**config.mk**
```make
export PLATFORM = sky130hd
export DESIGN_NAME = dpot_cmd_unit
export DESIGN_NICKNAME = d
export VERILOG_FILES = /design/src/core/dpot_pkg.sv /design/src/core/dpot_sync.sv /design/src/core/dpot_cmd_unit.sv
export VERILOG_INCLUDE_DIRS = /design/src /design/src/core
export SDC_FILE = /design/constraint.sdc
export NUM_CORES = 1
export LEC_CHECK = 0
export ABC_AREA = 1
export BUFFER_PORTS_ARGS = -buffer_cell sky130_fd_sc_hd__buf_4
export CORE_MARGIN = 1
export CORE_UTILIZATION = 40
export DETAILED_ROUTE_END_ITERATION = 10
export PLACE_DENSITY_LB_ADDON = 0.15
export REMOVE_ABC_BUFFERS = 1
export SYNTH_ARGS = -nofsm -noshare
export SYNTH_HDL_FRONTEND = slang
export SYNTH_HIERARCHICAL = 1
export SYNTH_SLANG_ARGS = --single-unit
```
**constraint.sdc**
```tcl
create_clock -name clk_sys -period 1.87 [get_ports clk_sys]
set_input_delay 0.0935 -clock clk_sys [delete_from_list [all_inputs] [get_ports clk_sys]]
set_output_delay 0.0935 -clock clk_sys [all_outputs]
set_load 0.05 [all_outputs]
```
**src/core/dpot_defines.svh**
```systemverilog
`ifndef DPOT_DEFINES_SVH
`define DPOT_DEFINES_SVH

// ****************************************
// Timing
// ****************************************
`define DPOT_CLK_MHZ         50
`define DPOT_EE_STORE_MS     15
`define DPOT_EE_STORE_CYC    (`DPOT_EE_STORE_MS * 1000 * `DPOT_CLK_MHZ)

// ****************************************
// Link framing
// ****************************************
`define DPOT_DEV_ADDR        7'h20
`define DPOT_CNT_ACK         4'h8
`define DPOT_CNT_END         4'h9
`define DPOT_RB_HI_BYTE      8'h00

// ****************************************
// Command word fields
// ****************************************
`define DPOT_CODE_MSB        15
`define DPOT_CODE_LSB        12
`define DPOT_ADDR_MSB        11
`define DPOT_ADDR_LSB        8
`define DPOT_DATA_MSB        7
`define DPOT_DATA_LSB        0

// ****************************************
// Command codes
// ****************************************
`define DPOT_CMD_NOP         4'h0
`define DPOT_CMD_WR_WIPER    4'h1
`define DPOT_CMD_WR_PRE      4'h2
`define DPOT_CMD_READBACK    4'h3
`define DPOT_CMD_COPY        4'h7
`define DPOT_CMD_WR_EE       4'h8
`define DPOT_CMD_SW_RESET    4'hb
`define DPOT_CMD_SHUTDOWN    4'hc

// ****************************************
// Channel addressing and readback select
// ****************************************
`define DPOT_ADDR_ALL_BIT    3
`define DPOT_MEM_CH1         4'h0
`define DPOT_MEM_CH2         4'h2
`define DPOT_RB_PRE          2'h0
`define DPOT_RB_EE           2'h1
`define DPOT_RB_CTRL         2'h2
`define DPOT_RB_WIPER        2'h3

// ****************************************
// Reset values
// ****************************************
`define DPOT_EE_INIT         8'h80

`endif

```
**src/core/dpot_pkg.sv**
```systemverilog
package dpot_pkg;

  // ****************************************
  // Link phases
  // ****************************************
  typedef enum logic [1:0] {
    PH_IDLE,
    PH_ADDR,
    PH_WRITE,
    PH_READ
  } dpot_phase_e;

  typedef logic [15:0] dpot_word_t;
  typedef logic [7:0]  dpot_byte_t;

endpackage

```
**src/core/dpot_sync.sv**
```systemverilog
`timescale 1ns/1ns

module dpot_sync #(
  parameter int unsigned WIDTH = 2
) (
  // Clock and reset
  input  wire logic             clk_sys,
  input  wire logic             nrst,
  // Asynchronous pins and their filtered levels
  input  wire logic [WIDTH-1:0] async_in,
  output logic      [WIDTH-1:0] level
);

  logic [WIDTH-1:0] s1_r;
  logic [WIDTH-1:0] s2_r;
  logic [WIDTH-1:0] s3_r;
  logic [WIDTH-1:0] lvl_r;

  // Idle bus floats high, so everything resets to one
  always_ff @(posedge clk_sys) begin
    if (!nrst) begin
      s1_r <= '1;
      s2_r <= '1;
      s3_r <= '1;
    end else begin
      s1_r <= async_in;
      s2_r <= s1_r;
      s3_r <= s2_r;
    end
  end

  genvar g;
  generate
    for (g = 0; g < WIDTH; g++) begin : g_bit
      // Change accepted only once stages two and three agree
      always_ff @(posedge clk_sys) begin
        if (!nrst) begin
          lvl_r[g] <= 1'b1;
        end else if (s2_r[g] == s3_r[g]) begin
          lvl_r[g] <= s3_r[g];
        end
      end
    end
  endgenerate

  assign level = lvl_r;

endmodule

```
**src/core/dpot_cmd_unit.sv**
```systemverilog
// Behaviour
// - Store locks device, no acknowledge ~15 ms
// - Wiper position follows wiper setting register
// - Stored value reloads wiper at power-up
// - Word: code, channel address, eight data
// - Shifted MSB first; code selects operation
// - 128-tap variant ignores data bit zero except for preload
// - Code 1 writes wiper directly
// - Code 2 writes preload, wiper untouched
// - Preload holds pending value apart
// - Code 3 selects readback: preload, EEPROM, control or wiper
// - Code 7: bit0 stores, else recalls
// - Separate command writes EEPROM directly
// - Code 0 nothing, 11 reset, 12 shutdown
// - Address: all, channel one, channel two
// - Works at 100 kHz and 400 kHz
// - No 10-bit or general call
// - Acknowledge on ninth pulse when matched
// - Nine pulses per byte, SDA stable high
// - Command word as two acknowledged bytes
// - No second byte after first nack
`timescale 1ns/1ns
`include "dpot_defines.svh"

module dpot_cmd_unit #(
  parameter int unsigned EE_STORE_CYC = `DPOT_EE_STORE_CYC,
  parameter bit          POS_256      = 1'b1,
  parameter logic [6:0]  DEV_ADDR     = `DPOT_DEV_ADDR,
  parameter logic [7:0]  EE_INIT      = `DPOT_EE_INIT
) (
  // Clock and reset
  input  wire logic       clk_sys,
  input  wire logic       nrst,
  // Two-wire link
  input  wire logic       scl_in,
  input  wire logic       sda_in,
  output logic            sda_out,
  output logic            sda_oe_n,
  // Potentiometer state
  output logic [7:0]      channel_one_wiper,
  output logic [7:0]      channel_two_wiper,
  output logic [1:0]      shutdown,
  output logic            store_busy
);

  localparam int CW = $clog2(EE_STORE_CYC + 1);

  // ****************************************
  // Helpers
  // ****************************************
  function automatic logic [7:0] fix_lsb(input logic [7:0] d);
    fix_lsb = POS_256 ? d : {d[7:1], 1'b0};
  endfunction

  function automatic logic [1:0] wiper_mask(input logic [3:0] a);
    if (a[`DPOT_ADDR_ALL_BIT]) begin
      wiper_mask = 2'h3;
    end else if (a[0]) begin
      wiper_mask = 2'h2;
    end else begin
      wiper_mask = 2'h1;
    end
  endfunction

  function automatic logic [1:0] mem_mask(input logic [3:0] a);
    if (a[`DPOT_ADDR_ALL_BIT]) begin
      mem_mask = 2'h3;
    end else if (a == `DPOT_MEM_CH1) begin
      mem_mask = 2'h1;
    end else if (a == `DPOT_MEM_CH2) begin
      mem_mask = 2'h2;
    end else begin
      mem_mask = 2'h0;
    end
  endfunction

  // ****************************************
  // Pin sampling
  // ****************************************
  logic scl_f;
  logic sda_f;
  logic scl_d_r;
  logic sda_d_r;

  dpot_sync #(
    .WIDTH (2)
  ) u_sync (
    .clk_sys  (clk_sys),
    .nrst     (nrst),
    .async_in ({scl_in, sda_in}),
    .level    ({scl_f, sda_f})
  );

  always_ff @(posedge clk_sys) begin
    if (!nrst) begin
      scl_d_r <= 1'b1;
      sda_d_r <= 1'b1;
    end else begin
      scl_d_r <= scl_f;
      sda_d_r <= sda_f;
    end
  end

  wire scl_rise  = scl_f & ~scl_d_r;
  wire scl_fall  = ~scl_f & scl_d_r;
  wire start_det = scl_f & scl_d_r & sda_d_r & ~sda_f;
  wire stop_det  = scl_f & scl_d_r & ~sda_d_r & sda_f;

  // ****************************************
  // Link engine
  // ****************************************
  dpot_pkg::dpot_phase_e phase_r;
  logic [3:0]            cnt_r;
  dpot_pkg::dpot_byte_t  shift_r;
  dpot_pkg::dpot_byte_t  cmd_hi_r;
  dpot_pkg::dpot_byte_t  tx_r;
  dpot_pkg::dpot_word_t  word_r;
  logic                  hi_r;
  logic                  drive_r;
  logic                  mack_r;
  logic                  rd_idx_r;
  logic                  exec_r;
  logic [CW-1:0]         busy_cnt_r;
  logic [7:0]            rb_data;

  wire addr_hit = (shift_r[7:1] == DEV_ADDR) && !store_busy;

  always_ff @(posedge clk_sys) begin
    if (!nrst) begin
      phase_r  <= dpot_pkg::PH_IDLE;
      cnt_r    <= 4'h0;
      shift_r  <= 8'h00;
      cmd_hi_r <= 8'h00;
      tx_r     <= 8'h00;
      word_r   <= 16'h0000;
      hi_r     <= 1'b0;
      drive_r  <= 1'b0;
      mack_r   <= 1'b1;
      rd_idx_r <= 1'b0;
      exec_r   <= 1'b0;
    end else begin
      exec_r <= 1'b0;
      if (start_det) begin
        phase_r <= dpot_pkg::PH_ADDR;
        cnt_r   <= 4'h0;
        drive_r <= 1'b0;
        hi_r    <= 1'b0;
      end else if (stop_det) begin
        phase_r <= dpot_pkg::PH_IDLE;
        drive_r <= 1'b0;
      end else if (scl_rise && phase_r != dpot_pkg::PH_IDLE) begin
        if (cnt_r < `DPOT_CNT_ACK) begin
          shift_r <= {shift_r[6:0], sda_f};
        end else begin
          mack_r <= sda_f;
        end
        cnt_r <= cnt_r + 4'h1;
      end else if (scl_fall) begin
        if (cnt_r == `DPOT_CNT_END) begin
          cnt_r <= 4'h0;
        end
        case (phase_r)
          dpot_pkg::PH_ADDR: begin
            if (cnt_r == `DPOT_CNT_ACK) begin
              if (addr_hit) begin
                drive_r <= 1'b1;
              end else begin
                phase_r <= dpot_pkg::PH_IDLE;
              end
            end else if (cnt_r == `DPOT_CNT_END) begin
              if (shift_r[0]) begin
                phase_r  <= dpot_pkg::PH_READ;
                rd_idx_r <= 1'b0;
                tx_r     <= `DPOT_RB_HI_BYTE;
                // Pull low when the first byte's MSB is zero
                drive_r  <= (`DPOT_RB_HI_BYTE < 8'h80);
              end else begin
                phase_r <= dpot_pkg::PH_WRITE;
                drive_r <= 1'b0;
              end
            end
          end
          dpot_pkg::PH_WRITE: begin
            if (cnt_r == `DPOT_CNT_ACK) begin
              if (store_busy) begin
                phase_r <= dpot_pkg::PH_IDLE;
              end else begin
                drive_r <= 1'b1;
                hi_r    <= ~hi_r;
                if (hi_r) begin
                  exec_r <= 1'b1;
                  word_r <= {cmd_hi_r, shift_r};
                end else begin
                  cmd_hi_r <= shift_r;
                end
              end
            end else if (cnt_r == `DPOT_CNT_END) begin
              drive_r <= 1'b0;
            end
          end
          dpot_pkg::PH_READ: begin
            if (cnt_r == `DPOT_CNT_ACK) begin
              drive_r <= 1'b0;
            end else if (cnt_r == `DPOT_CNT_END) begin
              if (!mack_r && !rd_idx_r) begin
                rd_idx_r <= 1'b1;
                tx_r     <= rb_data;
                drive_r  <= ~rb_data[7];
              end else begin
                phase_r <= dpot_pkg::PH_IDLE;
              end
            end else if (cnt_r != 4'h0) begin
              drive_r <= ~tx_r[6];
              tx_r    <= {tx_r[6:0], 1'b0};
            end
          end
          default: begin
          end
        endcase
      end
    end
  end

  // Open drain: only ever pull low
  assign sda_out  = 1'b0;
  assign sda_oe_n = ~drive_r;

  // ****************************************
  // Command decode
  // ****************************************
  wire [3:0] cmd_code = word_r[`DPOT_CODE_MSB:`DPOT_CODE_LSB];
  wire [3:0] cmd_addr = word_r[`DPOT_ADDR_MSB:`DPOT_ADDR_LSB];
  wire [7:0] cmd_data = word_r[`DPOT_DATA_MSB:`DPOT_DATA_LSB];
  wire [1:0] wmask    = wiper_mask(cmd_addr);
  wire [1:0] mmask    = mem_mask(cmd_addr);

  // NO_OPERATION and undecoded codes match nothing
  wire do_wr_wiper = exec_r && (cmd_code == `DPOT_CMD_WR_WIPER);
  wire do_wr_pre   = exec_r && (cmd_code == `DPOT_CMD_WR_PRE);
  wire do_rb_sel   = exec_r && (cmd_code == `DPOT_CMD_READBACK);
  wire do_copy     = exec_r && (cmd_code == `DPOT_CMD_COPY);
  wire do_to_ee    = do_copy && cmd_data[0];
  wire do_to_wiper = do_copy && !cmd_data[0];
  wire do_wr_ee    = exec_r && (cmd_code == `DPOT_CMD_WR_EE);
  wire do_sw_reset = exec_r && (cmd_code == `DPOT_CMD_SW_RESET);
  wire do_sd       = exec_r && (cmd_code == `DPOT_CMD_SHUTDOWN);
  wire store_start = (do_to_ee && |wmask) || (do_wr_ee && |mmask);

  // ****************************************
  // Channel registers
  // ****************************************
  logic [7:0] wiper_r [2];
  logic [7:0] pre_r   [2];
  // Nonvolatile: untouched by reset, so a reset stands in for power-up
  logic [7:0] ee_r    [2] = '{EE_INIT, EE_INIT};
  logic [1:0] sd_r;

  genvar ch;
  generate
    for (ch = 0; ch < 2; ch++) begin : g_chan
      always_ff @(posedge clk_sys) begin
        if (!nrst || do_sw_reset) begin
          wiper_r[ch] <= ee_r[ch];
          pre_r[ch]   <= ee_r[ch];
          sd_r[ch]    <= 1'b0;
        end else begin
          if (do_wr_wiper && wmask[ch]) begin
            // Low bit dropped on 128 taps
            wiper_r[ch] <= fix_lsb(cmd_data);
          end else if (do_to_wiper && wmask[ch]) begin
            wiper_r[ch] <= ee_r[ch];
          end
          if (do_wr_pre && wmask[ch]) begin
            pre_r[ch] <= cmd_data;
          end
          if (do_sd && wmask[ch]) begin
            sd_r[ch] <= cmd_data[0];
          end
        end
      end

      always_ff @(posedge clk_sys) begin
        if (nrst) begin
          if (do_to_ee && wmask[ch]) begin
            ee_r[ch] <= wiper_r[ch];
          end else if (do_wr_ee && mmask[ch]) begin
            ee_r[ch] <= fix_lsb(cmd_data);
          end
        end
      end
    end
  endgenerate

  // ****************************************
  // Store timer
  // ****************************************
  // Lock window counted from store start
  always_ff @(posedge clk_sys) begin
    if (!nrst) begin
      busy_cnt_r <= '0;
    end else if (store_start) begin
      busy_cnt_r <= CW'(EE_STORE_CYC);
    end else if (busy_cnt_r != '0) begin
      busy_cnt_r <= busy_cnt_r - CW'(1);
    end
  end

  assign store_busy = (busy_cnt_r != '0);

  // ****************************************
  // Readback
  // ****************************************
  logic [1:0] rb_sel_r;
  logic [3:0] rb_addr_r;

  always_ff @(posedge clk_sys) begin
    if (!nrst) begin
      rb_sel_r  <= `DPOT_RB_WIPER;
      rb_addr_r <= 4'h0;
    end else if (do_rb_sel) begin
      rb_sel_r  <= cmd_data[1:0];
      rb_addr_r <= cmd_addr;
    end
  end

  wire rb_wch = rb_addr_r[0];
  wire rb_mch = (rb_addr_r == `DPOT_MEM_CH2);

  assign rb_data = (rb_sel_r == `DPOT_RB_EE)    ? fix_lsb(ee_r[rb_mch]) :
                   (rb_sel_r == `DPOT_RB_WIPER) ? fix_lsb(wiper_r[rb_wch]) :
                   (rb_sel_r == `DPOT_RB_PRE)   ? pre_r[rb_wch] : 8'h00;

  // ****************************************
  // Outputs
  // ****************************************
  // Wiper tracks its register
  assign channel_one_wiper = wiper_r[0];
  assign channel_two_wiper = wiper_r[1];
  assign shutdown          = sd_r;

endmodule

```
==> impl_metrics.py <==
metrics = {
    "die": {
        "start_util": 0.415,
        "chipWidth_um": 134,
        "rows": 47,
        "die_h_um": 134,
        "io-pin-count": 25,
        "die_area_um2": 17900,
        "core_area_um2": 16800,
    },
    "logic_synthesis": {
        "synth_edf_count": 48,
        "synth_top_cell_area_share": 0.256,
        "avgSynthCellArea_um2": 7.94,
        "synth_cell_types": 43,
        "yosysMostFrequentCell": "nand2_1",
        "synthTopCellsByArea": "dfxtp_1, edfxtp_1, nand2_1, o21ai_0, inv_1",
        "synth_flop_cell": "dfxtp_1",
        "synthArstFlopShare": 0,
        "ys_seq_area_frac": 0.463,
        "yosysWarnings": 6,
        "yosysTopAreaCell": "dfxtp_1",
        "yosys_register_bits": 137,
        "synthCells": 876,
        "synth_common_cells": "nand2_1, inv_1, nor2_1, dfxtp_1, o21ai_0",
        "synth_area_um2": 6960,
    },
    "worst_setup_path": {
        "arrival_ns": 2.05,
        "required_ns": 2.17,
        "crit_path_max_fanout": 12,
        "end_kind": "register",
        "cp-start-kind": "register",
        "cp_cell_sequence": "inv_1 > ha_2 > nand3_2 > inv_2 > nand2_2 > nor2_4 > nand2_4 > buf_4 > nor2_1 > a211oi_2",
        "path_class": "register to register",
        "slowest_delay_ns": 0.33,
        "slowest_stage": "dfxtp_1",
    },
    "cells_and_area": {
        "area.sequential_um2": 3220,
        "multi_input_area_um2": 3190,
        "diodes": 0,
        "fin_nets": 940,
        "utilization": 0.488,
        "fillers": 1652,
        "drive_gt1_frac": 0.195,
        "area_growth_pct": 17.6,
    },
    "clocking": {
        "cts_tree": "done",
        "htree_levels": 4,
        "post_cts_buffers": 0,
        "clkSlewWorstSetupHoldPaths_ns": 0.06,
        "cts_sinks": 137,
        "numCtsBuffers": 17,
        "cts_root_buf": "clkbuf_16",
        "insertion_delay_ns": 0.43,
        "clk_path_buf_depth": 2,
    },
    "placement": {
        "routabilityCongestion": 0.865,
        "port_buffers": 23,
        "hpwl_um": 13400,
    },
    "timing": {
        "fin_skew_ns": 0.00882,
        "finalSetupViolCount": 0,
        "whs_ns": 0.161,
        "rsz0062_at_grt": "yes",
        "max_freq_ghz": 0.573,
        "hold_violations": 0,
        "final.min_clock_period_ns": 1.75,
        "fin_crit_sh": 0.934,
        "slew_viol_final": 0,
        "tns_ns": 0,
    },
    "flow_run": {
        "maxCapViolCount": 0,
    },
    "global_route": {
        "track_usage": 0.213,
        "gr-total-overflow": 0,
        "grt_pass1_vias": 5419,
        "grt_start_max_net_pins": 28,
        "antenna_found_initial": 0,
        "grt_first_pass_wirelength_um": 29100,
    },
    "routing": {
        "viasPerCell": 5.08,
        "wl_per_cell_um": 15.5,
        "drt_wl_total_um": 18000,
        "route.vias.total": 5911,
        "dr.pass1.iters": 5,
        "postRouteAntennaNets": 0,
        "drt_iter0_markers": 423,
        "drc_errors": 0,
    },
    "power": {
        "p_leak_nw": 3.45,
        "irDropWorstVdd_uv": 681,
        "power_density_nw_per_um2": 1120,
    },
    "outcome": {
        "status": "finished, final reports clean",
    },
    "min_path": {
        "hold_class": "input port to register",
    },
}
sequential cells by signal (all words and copies together) (netlist names), 4 cells and up, named ones only:
name,cells
word_r,16
cnt_r,4
shift_r,8
pre_r,16
tx_r,7
busy_cnt_r,20
ee_r,16
cmd_hi_r,8
rb_addr_r,4
wiper_r,16
per-stage QoR:
stage,setup slack [ns],total power [mW],std cells,cell area [µm²]
finish,0.124,9.19,1164,8180
CTS,0.0674,9.21,1164,8150
floorplan,-0.380,5.26,849,6790
global route,-0.00251,9.67,1164,8180
global placement,0.0863,5.85,1130,7540
detailed placement,0.0829,5.84,1130,7540
cells in the final DEF (no fill, tap or decap), types with 3 or more instances in the layout:
cell type / instances
a31oi_1: 4
nor3_2: 9
dfxtp_1: 89
clkbuf_8: 5
nand2_1: 174
nor2_4: 7
o21ai_0: 83
a211oi_2: 16
nor2_1: 91
edfxtp_1: 48
o211ai_1: 7
clkbuf_1: 4
nand3_1: 49
clkbuf_16: 18
nand2_2: 6
xnor2_1: 4
nand4_1: 15
ha_1: 3
or2_2: 12
o31ai_1: 3
a21oi_1: 59
nor2_2: 19
inv_2: 11
buf_4: 60
o21ai_1: 7
inv_1: 95
o21a_1: 3
nand3_2: 4
nor3_1: 9
worst max-delay path, delay by kind of cell (launching register included):
family / cells / cell delay, ns
DFF: 1 / 0.33
adders and majority gates: 1 / 0.26
AOI/OAI and AO/OA: 1 / 0.05
and+or+nand+nor: 5 / 0.60
buffers and inverters: 3 / 0.39
final cells by class:
type	instances	share of cell area
clock buffers	28	0.0663
clock inverters	4	0.00627
inverters	108	0.0496
multi-input cells	604	0.390
flip-flops and latches	137	0.394
well taps	220	0.0337
repair buffers	63	0.0600
where the power goes:
part	switching [mW]	internal, mW
Combinational	1.48	0.875
Clock	1.25	2.11
Sequential	0.199	3.28
Total	2.93	6.26
cell families (layout without fill, tap and decap cells):
group | Yosys count | after routing | synth area share
AO/OA/AOI/OAI | 187 | 187 | 0.159
other | 1 | 1 | 0.000539
buffers and inverters | 135 | 203 | 0.0815
XOR/XNOR | 6 | 6 | 0.00756
AND/OR/NAND/NOR | 405 | 405 | 0.279
adder cells (fa/ha/maj) | 5 | 5 | 0.00899
flip-flops | 137 | 137 | 0.463
metal layers:
metal  up-vias  GRT usage  routed length (µm)
met3        30     0.0317                 640
met1      2723      0.284                8530
met2       134      0.345                8450
met4         0     0.0896                 420
met5         -          0                   0
li1       3024          -                   -
what timing repair did:
item                       CTS  global route
hold endpoints to repair     2             0
hold buffers                 2             0
setup endpoints to repair    0            48
resized for setup            0             8
final timing paths:
path              cells after the start              to  slack [ns]           start
setup / recovery                     10       word_r[5]        0.12        cnt_r[0]
hold / removal                        3       word_r[6]        0.16            nrst
setup reg to reg                     10       word_r[5]        0.12        cnt_r[0]
hold reg to reg                       2  u_sync/s2_r[0]        0.40  u_sync/s1_r[0]
(Power assumes the default switching activity.)
